### src/core/dmr_pkg.sv
// constants, field positions and carrier types for the drive register bank
package dmr_pkg;

  // ----------------------------------------
  // register addresses
  // ----------------------------------------
  localparam logic [15:0] DMR_ADR_CMD_RSVD  = 16'h2400;
  localparam logic [15:0] DMR_ADR_OP_CMD    = 16'h2401;
  localparam logic [15:0] DMR_ADR_FREQ_REF  = 16'h2402;
  localparam logic [15:0] DMR_ADR_MON_RSVD  = 16'h2420;
  localparam logic [15:0] DMR_ADR_OP_STAT   = 16'h2421;
  localparam logic [15:0] DMR_ADR_FREQ_MON  = 16'h2422;
  localparam logic [15:0] DMR_ADR_OUT_FREQ  = 16'h2423;
  localparam logic [15:0] DMR_ADR_OUT_CURR  = 16'h2424;
  localparam logic [15:0] DMR_ADR_OUT_VOLT  = 16'h2425;
  localparam logic [15:0] DMR_ADR_DC_VOLT   = 16'h2426;
  localparam logic [15:0] DMR_ADR_ALARM     = 16'h2427;
  localparam logic [15:0] DMR_ADR_FAULT     = 16'h2428;
  localparam logic [15:0] DMR_ADR_TERM_IO   = 16'h2429;
  localparam logic [15:0] DMR_ADR_AI_ONE    = 16'h242A;
  localparam logic [15:0] DMR_ADR_COMM_B    = 16'h242B;
  localparam logic [15:0] DMR_ADR_MON_RSVDC = 16'h242C;
  localparam logic [15:0] DMR_ADR_AO_ONE    = 16'h242D;
  localparam logic [15:0] DMR_ADR_COMM_E    = 16'h242E;

  // ----------------------------------------
  // reset values, field positions, answers
  // ----------------------------------------
  localparam logic [15:0] DMR_RST_WORD      = 16'h0000;
  localparam int          DMR_OPC_RUN       = 0;
  localparam int          DMR_OPC_REV       = 1;
  localparam int          DMR_OPC_EXT_FAULT = 2;
  localparam int          DMR_OPC_FLT_RESET = 3;
  localparam int          DMR_OPC_VTERM_LO  = 8;
  localparam int          DMR_TIO_RELAY_ONE = 12;
  localparam int          DMR_NUM_TERM      = 6;
  localparam logic [7:0]  DMR_EXC_NONE      = 8'h00;
  localparam logic [7:0]  DMR_EXC_ADDR      = 8'h02;

  // ----------------------------------------
  // alarm codes
  // ----------------------------------------
  localparam logic [15:0] DMR_ALM_NONE       = 16'h0000;
  localparam logic [15:0] DMR_ALM_COMM_FAULT = 16'h0001;
  localparam logic [15:0] DMR_ALM_EXT_FAULT  = 16'h0002;
  localparam logic [15:0] DMR_ALM_PID_HIGH   = 16'h0012;
  localparam logic [15:0] DMR_ALM_PID_LOW    = 16'h0013;
  localparam logic [15:0] DMR_ALM_OVERTORQUE = 16'h0016;
  localparam logic [15:0] DMR_ALM_OVERVOLT   = 16'h0018;
  localparam logic [15:0] DMR_ALM_UNDERVOLT  = 16'h0019;
  localparam logic [15:0] DMR_ALM_BASEBLOCK  = 16'h001F;
  localparam logic [15:0] DMR_ALM_HEAT_WARN  = 16'h0020;
  localparam logic [15:0] DMR_ALM_COMM_ERROR = 16'h0024;

  // ----------------------------------------
  // carrier types
  // ----------------------------------------
  typedef struct packed {
    logic        running;
    logic        reversing;
    logic        zero_speed;
    logic        speed_agree;
    logic        ready;
    logic        freq_from_comm;
    logic        run_from_comm;
    logic        relay_one;
    logic [15:0] freq_ref;
    logic [15:0] out_freq;
    logic [15:0] out_current;
    logic [15:0] out_voltage;
    logic [15:0] dc_bus_voltage;
    logic [15:0] analog_input_one;
    logic [15:0] analog_output_one;
    logic [15:0] comm_word_b;
    logic [15:0] comm_word_e;
  } dmr_mon_t;

  typedef struct packed {
    logic ext_fault_one;
    logic pid_fb_high;
    logic pid_fb_low;
    logic overtorque_detect_one;
    logic overvoltage;
    logic undervoltage;
    logic baseblock;
    logic heatsink_overheat_warning;
    logic modbus_comm_error;
  } dmr_alarm_t;

  typedef struct packed {
    logic       run;
    logic       reverse;
    logic       comm_external_fault;
    logic       fault_reset;
    logic [7:0] vterm;
    logic [15:0] freq_ref;
  } dmr_cmd_t;

endpackage

### src/core/dmr_regbank.sv
// drive serial-bus register bank: command words, monitor words, range check
//
// Operation
// command group at 2401h and 2402h is readable and writable by the master
// command bit0 run, bit1 reverse, bit2 external fault, bit3 fault reset
// command bits 8 to 15 drive eight virtual multi-function input terminals
// frequency reference is an unsigned count of 0.01 Hz steps
// monitor group from 2420h is read-only; writes leave reported values alone
// status bits 0..6: run, reverse, zero speed, fault, alarm, agree, ready
// status bit7 frequency from link, bit8 run command from link
// active reference and output frequency in consecutive words, 0.01 Hz steps
// output current word in 0.1 A steps
// output voltage word in 0.1 V steps
// dc bus voltage word in 0.1 V steps
// terminal word: bits 0..5 physical inputs, bit12 relay one
// analog input one: 0 is zero, 1000 is full scale
// analog output one: 0 is zero volts, 1000 is ten volts
// alarm word 0 when clear, heatsink overheat warning is code 32
// overtorque is code 22; other alarms have their own codes
// fault word 0 when no fault latched, else the fault code
// every register is sixteen bits, one word per access
// access outside the supported range answers exception code 2
`timescale 1ns/1ns
module dmr_regbank
  import dmr_pkg::*;
(
  // clock and reset
  input  wire logic             clk,
  input  wire logic             nrst,
  // register access
  input  wire logic             req,
  input  wire logic             wr,
  input  wire logic [15:0]      addr,
  input  wire logic [15:0]      wdata,
  output logic                  ack,
  output logic [15:0]           rdata,
  output logic                  exc,
  output logic [7:0]            exc_code,
  // drive core state
  input  wire dmr_mon_t         mon,
  input  wire dmr_alarm_t       alarms,
  input  wire logic             fault_active,
  input  wire logic [15:0]      fault_code_in,
  // physical terminals, asynchronous
  input  wire logic [5:0]       term_in,
  // command outputs
  output dmr_cmd_t              cmd,
  output logic                  fault_reset_pulse
);

  // ----------------------------------------
  // functions
  // ----------------------------------------
  function automatic logic addr_ok(input logic [15:0] a);
    addr_ok = (a >= DMR_ADR_CMD_RSVD && a <= DMR_ADR_FREQ_REF) ||
              (a >= DMR_ADR_MON_RSVD && a <= DMR_ADR_COMM_E);
  endfunction

  function automatic logic [15:0] alarm_encode(input dmr_alarm_t al, input logic comm_fault);
    alarm_encode = DMR_ALM_NONE;
    if (comm_fault)                        alarm_encode = DMR_ALM_COMM_FAULT;
    else if (al.ext_fault_one)             alarm_encode = DMR_ALM_EXT_FAULT;
    else if (al.overtorque_detect_one)     alarm_encode = DMR_ALM_OVERTORQUE;
    else if (al.overvoltage)               alarm_encode = DMR_ALM_OVERVOLT;
    else if (al.undervoltage)              alarm_encode = DMR_ALM_UNDERVOLT;
    else if (al.heatsink_overheat_warning) alarm_encode = DMR_ALM_HEAT_WARN;
    else if (al.pid_fb_high)               alarm_encode = DMR_ALM_PID_HIGH;
    else if (al.pid_fb_low)                alarm_encode = DMR_ALM_PID_LOW;
    else if (al.baseblock)                 alarm_encode = DMR_ALM_BASEBLOCK;
    else if (al.modbus_comm_error)         alarm_encode = DMR_ALM_COMM_ERROR;
  endfunction

  // ----------------------------------------
  // reset release
  // ----------------------------------------
  logic [1:0] rst_sync_q;
  logic       rst_n;

  always_ff @(posedge clk or negedge nrst) begin
    if (!nrst) begin
      rst_sync_q <= 2'b00;
    end else begin
      rst_sync_q <= {rst_sync_q[0], 1'b1};
    end
  end
  assign rst_n = rst_sync_q[1];

  // ----------------------------------------
  // terminal input filter
  // ----------------------------------------
  wire logic [5:0] term_q;

  genvar gi;
  generate
    for (gi = 0; gi < DMR_NUM_TERM; gi++) begin : g_term
      logic [2:0] sync_q;
      logic       filt_q;
      always_ff @(posedge clk or negedge rst_n) begin
        if (!rst_n) begin
          sync_q <= 3'b000;
        end else begin
          sync_q <= {sync_q[1:0], term_in[gi]};
        end
      end
      // change taken once stages two and three agree
      always_ff @(posedge clk or negedge rst_n) begin
        if (!rst_n) begin
          filt_q <= 1'b0;
        end else if (sync_q[1] == sync_q[2]) begin
          filt_q <= sync_q[2];
        end
      end
      // one driver per bit of the filtered word
      assign term_q[gi] = filt_q;
    end
  endgenerate

  // ----------------------------------------
  // bus answer state
  // ----------------------------------------
  typedef enum logic [1:0] {
    DMR_ST_IDLE = 2'b01,
    DMR_ST_ANS  = 2'b10
  } dmr_state_t;

  dmr_state_t state_q;
  logic       hit_wr_op;
  logic       hit_wr_freq;

  assign hit_wr_op   = req && wr && addr == DMR_ADR_OP_CMD;
  assign hit_wr_freq = req && wr && addr == DMR_ADR_FREQ_REF;

  always_ff @(posedge clk or negedge rst_n) begin
    if (!rst_n) begin
      state_q <= DMR_ST_IDLE;
    end else begin
      case (state_q)
        DMR_ST_IDLE: state_q <= req ? DMR_ST_ANS : DMR_ST_IDLE;
        DMR_ST_ANS:  state_q <= req ? DMR_ST_ANS : DMR_ST_IDLE;
        default:     state_q <= DMR_ST_IDLE;
      endcase
    end
  end
  assign ack = state_q == DMR_ST_ANS;

  // ----------------------------------------
  // command registers
  // ----------------------------------------
  logic [15:0] op_cmd_q;
  logic [15:0] freq_ref_q;

  always_ff @(posedge clk or negedge rst_n) begin
    if (!rst_n) begin
      op_cmd_q <= DMR_RST_WORD;
    end else if (hit_wr_op && addr_ok(addr)) begin
      op_cmd_q <= wdata;
    end
  end

  always_ff @(posedge clk or negedge rst_n) begin
    if (!rst_n) begin
      freq_ref_q <= DMR_RST_WORD;
    end else if (hit_wr_freq) begin
      freq_ref_q <= wdata;
    end
  end

  always_ff @(posedge clk or negedge rst_n) begin
    if (!rst_n) begin
      fault_reset_pulse <= 1'b0;
    end else begin
      fault_reset_pulse <= hit_wr_op && wdata[DMR_OPC_FLT_RESET];
    end
  end

  assign cmd.run                 = op_cmd_q[DMR_OPC_RUN];
  assign cmd.reverse             = op_cmd_q[DMR_OPC_REV];
  assign cmd.comm_external_fault = op_cmd_q[DMR_OPC_EXT_FAULT];
  assign cmd.fault_reset         = op_cmd_q[DMR_OPC_FLT_RESET];
  assign cmd.vterm               = op_cmd_q[15:DMR_OPC_VTERM_LO];
  assign cmd.freq_ref            = freq_ref_q;

  // ----------------------------------------
  // alarm and fault words
  // ----------------------------------------
  logic [15:0] alarm_q;
  logic        fault_q;
  logic [15:0] fault_code_q;

  always_ff @(posedge clk or negedge rst_n) begin
    if (!rst_n) begin
      alarm_q <= DMR_ALM_NONE;
    end else begin
      alarm_q <= alarm_encode(alarms, op_cmd_q[DMR_OPC_EXT_FAULT]);
    end
  end

  // new fault wins over a reset in the same cycle
  always_ff @(posedge clk or negedge rst_n) begin
    if (!rst_n) begin
      fault_q      <= 1'b0;
      fault_code_q <= DMR_RST_WORD;
    end else if (fault_active) begin
      fault_q      <= 1'b1;
      fault_code_q <= fault_code_in;
    end else if (fault_reset_pulse) begin
      fault_q      <= 1'b0;
      fault_code_q <= DMR_RST_WORD;
    end
  end

  // ----------------------------------------
  // monitor words
  // ----------------------------------------
  logic [15:0] status_w;
  logic [15:0] term_io_w;

  always_comb begin
    status_w     = DMR_RST_WORD;
    status_w[0]  = mon.running;
    status_w[1]  = mon.reversing;
    status_w[2]  = mon.zero_speed;
    status_w[3]  = fault_q;
    status_w[4]  = alarm_q != DMR_ALM_NONE;
    status_w[5]  = mon.speed_agree;
    status_w[6]  = mon.ready;
    status_w[7]  = mon.freq_from_comm;
    status_w[8]  = mon.run_from_comm;
  end

  always_comb begin
    term_io_w                    = DMR_RST_WORD;
    term_io_w[5:0]               = term_q;
    term_io_w[DMR_TIO_RELAY_ONE] = mon.relay_one;
  end

  // ----------------------------------------
  // read answer
  // ----------------------------------------
  always_ff @(posedge clk or negedge rst_n) begin
    if (!rst_n) begin
      rdata    <= DMR_RST_WORD;
      exc      <= 1'b0;
      exc_code <= DMR_EXC_NONE;
    end else if (req) begin
      exc      <= !addr_ok(addr);
      exc_code <= addr_ok(addr) ? DMR_EXC_NONE : DMR_EXC_ADDR;
      case (addr)
        DMR_ADR_OP_CMD:   rdata <= op_cmd_q;
        DMR_ADR_FREQ_REF: rdata <= freq_ref_q;
        DMR_ADR_OP_STAT:  rdata <= status_w;
        DMR_ADR_FREQ_MON: rdata <= mon.freq_ref;
        DMR_ADR_OUT_FREQ: rdata <= mon.out_freq;
        DMR_ADR_OUT_CURR: rdata <= mon.out_current;
        DMR_ADR_OUT_VOLT: rdata <= mon.out_voltage;
        DMR_ADR_DC_VOLT:  rdata <= mon.dc_bus_voltage;
        DMR_ADR_ALARM:    rdata <= alarm_q;
        DMR_ADR_FAULT:    rdata <= fault_code_q;
        DMR_ADR_TERM_IO:  rdata <= term_io_w;
        DMR_ADR_AI_ONE:   rdata <= mon.analog_input_one;
        DMR_ADR_COMM_B:   rdata <= mon.comm_word_b;
        DMR_ADR_AO_ONE:   rdata <= mon.analog_output_one;
        DMR_ADR_COMM_E:   rdata <= mon.comm_word_e;
        default:          rdata <= DMR_RST_WORD;
      endcase
    end
  end
endmodule

### config.mk
export PLATFORM = sky130hd
export DESIGN_NAME = dmr_regbank
export DESIGN_NICKNAME = d
export VERILOG_FILES = /design/src/core/dmr_pkg.sv /design/src/core/dmr_regbank.sv
export SDC_FILE = /design/constraint.sdc
export NUM_CORES = 1
export LEC_CHECK = 0
export ABC_CLOCK_PERIOD_IN_PS = 9100
export BUFFER_PORTS_ARGS = -buffer_cell sky130_fd_sc_hd__buf_2
export CORE_UTILIZATION = 51
export CTS_CLUSTER_DIAMETER = 200
export DETAILED_ROUTE_END_ITERATION = 6
export PLACE_DENSITY_LB_ADDON = 0.1
export SLEW_MARGIN = 0
export SYNTH_ARGS = -nofsm -noshare
export SYNTH_HDL_FRONTEND = slang
export SYNTH_SLANG_ARGS = --single-unit
### constraint.sdc
create_clock -name clk -period 9.1 [get_ports clk]
set_input_delay 1.82 -clock clk [delete_from_list [all_inputs] [get_ports clk]]
set_output_delay 1.82 -clock clk [all_outputs]
set_load 0.02 [all_outputs]
# After elaboration in Yosys (flattened, before gate mapping)
# Cells that the tools add are included.
totals:
  reg_bits: 119
  inputBits: 220
  output_inout_bits: 55
  word_cells: 80
op_classes:
  magnitude_cmp: 4
  n_eq_ne: 23
  mux: 18
  reduce_logical: 12
ops:
  columns: ["op", "count"]
  rows:
  - ["$eq A16 B14 Y1 const B", 15]
  - ["$pmux W16 S15", 1]
  - ["$mux W6", 10]
  - ["$ge A16 B14 Y1 const B", 2]
  - ["$le A16 B14 Y1 const B", 2]
  - ["$mux W16", 2]
  - ["$reduce_bool A16 Y1", 1]
  - ["$logic_and A1 B1 Y1", 7]
  - ["$eq A1 B1 Y1", 6]
  - ["$mux W2", 3]
  - ["$eq A2 B1 Y1 const B", 1]
  - ["$eq A2 B2 Y1 const B", 1]
  - ["$mux W1", 2]
  - ["$reduce_bool A2 Y1", 1]
  - ["$reduce_or A2 Y1", 1]
  - ["$logic_not A1 Y1", 1]
  - ["$logic_or A1 B1 Y1", 1]

# Logic depth before layout (Yosys ltp)
logic_depth:
  depth_word: 10
  ltp_mapped: 9
  ltp_nobuf: 6

# Worst setup path after synthesis
# Ideal clock, no wire load.
synth_timing:
  path_type: "input to register"
  startpoint: "in addr[6]"
  endpoint: "reg op_cmd_q[10]"
  setup_ns: 0.125
  arrival_time_ns: 3.551
  required_ns: 8.975
  setup_slack_ns: 5.424
  stages: 7
  path_buffers: 2
  path_cell_list: "nor3_1 > and4_1 > buf_2 > nand3_1 > nor2_1 > buf_2 > mux2_2"
synth_between:
  elab_chain_cells: 4
  word_cells_on_any_way: 10
  cone_classes: "4 x order compare; 1 x eq/ne; 5 x reduce/logical"
synth_lines:
  columns: ["element", "line", "source"]
  rows:
  - ["start, declared", "dmr_regbank.sv:33", "input wire logic [15:0] addr,"]
  - ["$ge A16 B14 Y1 (tied with other cells)", "dmr_regbank.sv:55", "addr_ok = (a >= DMR_ADR_CMD_RSVD && a <= DMR_ADR_FREQ_REF) ||"]
  - ["$logic_and A1 B1 Y1 (on tied branches)", "dmr_regbank.sv:55, dmr_regbank.sv:56", null]
  - ["$logic_or A1 B1 Y1", "dmr_regbank.sv:55", null]
  - ["$logic_and A1 B1 Y1 (*)", "dmr_regbank.sv:155", "end else if (hit_wr_op && addr_ok(addr)) begin"]
  - ["end signal, assigned", "dmr_regbank.sv:156", "op_cmd_q <= wdata;"]
  - ["end, declared", "dmr_regbank.sv:149", "logic [15:0] op_cmd_q;"]
# Every way passes the cells marked *; elsewhere a longest branch is shown, timed or not.
# A chain may end at the register's enable or synchronous reset.

# Worst setup path in the final report
layout_timing:
  startpoint: "in addr[6]"
  endpoint: "reg rdata[1]"
layout_between:
  elab_chain_cells: 2
  word_cells_on_any_way: 16
  cone_classes: "15 x eq/ne; 1 x mux"
layout_lines:
  columns: ["element", "line", "source"]
  rows:
  - ["$eq A16 B14 Y1", "dmr_regbank.sv:248", "case (addr)"]
  - ["$pmux W16 S15 (*)", "dmr_regbank.sv:248", null]
  - ["end signal, assigned", "dmr_regbank.sv:249", "DMR_ADR_OP_CMD: rdata <= op_cmd_q;"]
  - ["end signal, assigned", "dmr_regbank.sv:250", "DMR_ADR_FREQ_REF: rdata <= freq_ref_q;"]
  - ["end signal, assigned", "dmr_regbank.sv:251", "DMR_ADR_OP_STAT: rdata <= status_w;"]
  - ["end, declared", "dmr_regbank.sv:36", "output logic [15:0] rdata,"]
# Marked as above.

==> results.toml <==
[logic_synthesis]
synthArstFlopShare = 1.00
synthCells = 541
ys_types = 73
yosysWarnings = 0
syn_avg_cell_area_um2 = 10.6
ys_ff_latch = 101
ys_seq_area_frac = 0.442
synth_edf_count = 0
synth_flop_cell = "dfrtp_1"
netlist_area_um2 = 5730

[power_and_ir_drop]
power_frac_seq = 0.532
fin_total_pwr_mw = 0.908
p_sw_frac = 0.300
clkPwrFrac = 0.329
p_switching_mw = 0.272
power_density_nw_per_um2 = 126
p_int_mw = 0.636
irDropWorstVdd_v = 0.000115
p_leak_nw = 3.44
combPwrFrac = 0.139

[placed_design]
post-place-ws_ns = 4.30
io_buffers = 267
dp_hpwl_um = 16400
gp_congestion = 0.947
placed_cell_area_um2 = 6980

[grt]
grt_pass1_wl_um = 31800
globalRoute.busiestLayer = "met2"
grt_util_met2 = 0.623
grtUsageMet3 = 0.0796
antenna_found_initial = 0
grt_max_degree = 58
grt_overflow = 0
track_usage = 0.376
met1_usage = 0.448
grt_pass1_vias = 5865

[clock_tree]
postCtsHoldBufs = 0
cts_buffers = 9
cts_max_path_buffers = 2
clock_sinks = 101
cts_htree_levels = 3
clock_latency_ns = 0.39
clk_pin_slew_ns = 0.11
clockRootBuffer = "clkbuf_8"
cts_setup_buffers = 0
tritoncts = "yes"
post_cts_resized = 0

[layout]
final_common_cell = "buf_2"
fillers = 930
regArea_um2 = 2530
final_cell_mix = "buf_2 (267), dfrtp_1 (99), nand2_1 (55)"
area_growth_pct = 25.6
postLayoutCellArea_um2 = 7190
diodes = 0
multi_input_area_um2 = 2860
final_util = 0.660
fin_nets = 997
layout-drive-gt1-share = 0.448

[job]
maxCapViolCount = 0

[timing]
tightest_slew_ns = 1.18
slew_violations = 0
fin_crit_sh = 0.497
max_freq_mhz = 221
fin_skew_ns = 0.00844
slew_headroom = 0.205
rsz0062_at_grt = "false"
fin_ws_ns = 4.58
finalHoldViolCount = 0
setup-violations-final = 0
setup-tns-final_ns = 0
finalCriticalPeriod_ns = 4.52

[detailed_routing]
routed_via_density = 6.40
num_vias = 5890
drtAntennaViolNets = 0
drc_errors = 0
drt_wl_total_um = 21600
wl_per_cell_um = 23.5
drt-pass1-iter-count = 7
drtIter0Drc = 611

[critical_path]
worstPathArrival_ns = 4.80
rr_startpoint = "op_cmd_q[12]"
path_cells = "buf_2 -> or4b_1 -> nor4_4 -> a22o_1 -> a221oi_2 -> and3_1 -> a32oi_1"
cp.required_ns = 9.38
r2r_cells = 5
slowest_delay_ns = 1.09
cp-start-kind = "input pin"
cp-end-kind = "flip-flop"
worstSetupPathType = "in2reg"
crit_path_start = "addr[6]"
r2r-end = "rdata[12]"
crit_slowest_cell = "nor4_4"
path_max_fanout = 16
regToRegSetupSlack_ns = 7.46

[floorplan]
rows = 38
die-area_um2 = 11700
die_h_um = 108
die_w_um = 108
fp.coreArea_um2 = 10900
initial_core_util = 0.526
io_pins = 275

[worst_hold_path]
hp-class = "reg2async"

[run_status]
outcome = "finished clean"
[per-layer routing]
layer | routed length (um) | share of wire | up-vias
met5 | 0 | 0 | -
met4 | 1070 | 0.050 | 0
met3 | 2040 | 0.094 | 65
met2 | 10400 | 0.48 | 401
met1 | 8050 | 0.37 | 2861
li1 | - | - | 2563
[worst max-delay path by stage]
stage | endpoint | slack, ns | cells past startpoint
after global routing | rdata[1] | 4.59 | 7
after CTS | rdata[1] | 4.68 | 7
after detailed placement | rdata[1] | 4.30 | 7
after global placement | rdata[1] | 4.37 | 7
final | rdata[1] | 4.58 | 7
after floorplan | op_cmd_q[10] | 5.42 | 7
[registers in the layout, indices dropped and copies added, names as in the netlist]
signal	count
alarm_q	6
exc	1
fault_code_q	16
fault_q	1
fault_reset_pulse	1
freq_ref_q	16
g_term.filt_q	6
g_term.sync_q	18
op_cmd_q	16
rdata	16
rst_sync_q	2
state_q	2
[worst max-delay path: cells and delay by family]
family                 cells  cell delay, ns
buffers and inverters      1            0.11
and+or+nand+nor            3            2.34
AOI/OAI and AO/OA          3            0.52
[cells by family (layout without fill, tap and decap cells)]
| kind of cell | count (synthesis) | after routing | share of synthesized area |
|---|---|---|---|
| flip-flops | 101 | 101 | 0.442 |
| buffers and inverters | 61 | 295 | 0.0632 |
| AO/OA/AOI/OAI | 161 | 161 | 0.224 |
| adder cells (fa/ha/maj) | 7 | 7 | 0.0127 |
| other | 2 | 8 | 0.00131 |
| AND/OR/NAND/NOR | 168 | 168 | 0.177 |
| multiplexers | 41 | 41 | 0.0793 |
[per-stage QoR]
| stage | hold slack, ns | cells |
|---|---|---|
| 2_1_floorplan | 0.331 | 547 |
| 3_3_place_gp | 0.322 | 905 |
| 3_5_place_dp | 0.328 | 905 |
| 4_1_cts | 0.335 | 921 |
| 5_1_grt | 0.361 | 921 |
| 6_report | 0.317 | 921 |
[power by group through the flow]
stage	combinational (mW)	sequential, mW	clock, mW
floorplan	0.0512	0.490	0
global placement	0.123	0.490	0
detailed placement	0.124	0.491	0
CTS	0.124	0.483	0.301
global route	0.137	0.485	0.319
finish	0.126	0.483	0.299
[synth_stat cells, types with 4 or more instances]
cell,number,area (um^2)
a222oi_1,12,120
nand3_1,17,85.1
a32oi_1,18,158
mux2i_1,6,60.1
dfrtp_1,100,2500
buf_2,12,60.1
and2_1,6,37.5
nand2b_1,19,119
a22oi_1,29,218
clkbuf_1,15,56.3
nor4_4,4,85.1
buf_1,4,15.0
o21ai_0,26,130
nor2_1,14,52.6
a22o_1,16,140
nor2b_1,5,31.3
a21oi_1,5,25.0
buf_6,4,45.0
a221oi_1,14,123
maj3_1,6,60.1
nand2_1,55,206
nor3_1,11,55.1
nor4_1,6,37.5
mux2_2,35,394
buf_4,20,150
[final cells by class]
cell class	count	share of cell area
Multi-Input combinational cell	385	0.398
Sequential cell	101	0.352
Timing Repair Buffer	275	0.194
Tap cell	140	0.0244
Clock buffer	9	0.0172
Clock inverter	7	0.0117
Inverter	4	0.00209
No activity file was read; power rests on OpenSTA's default activity.
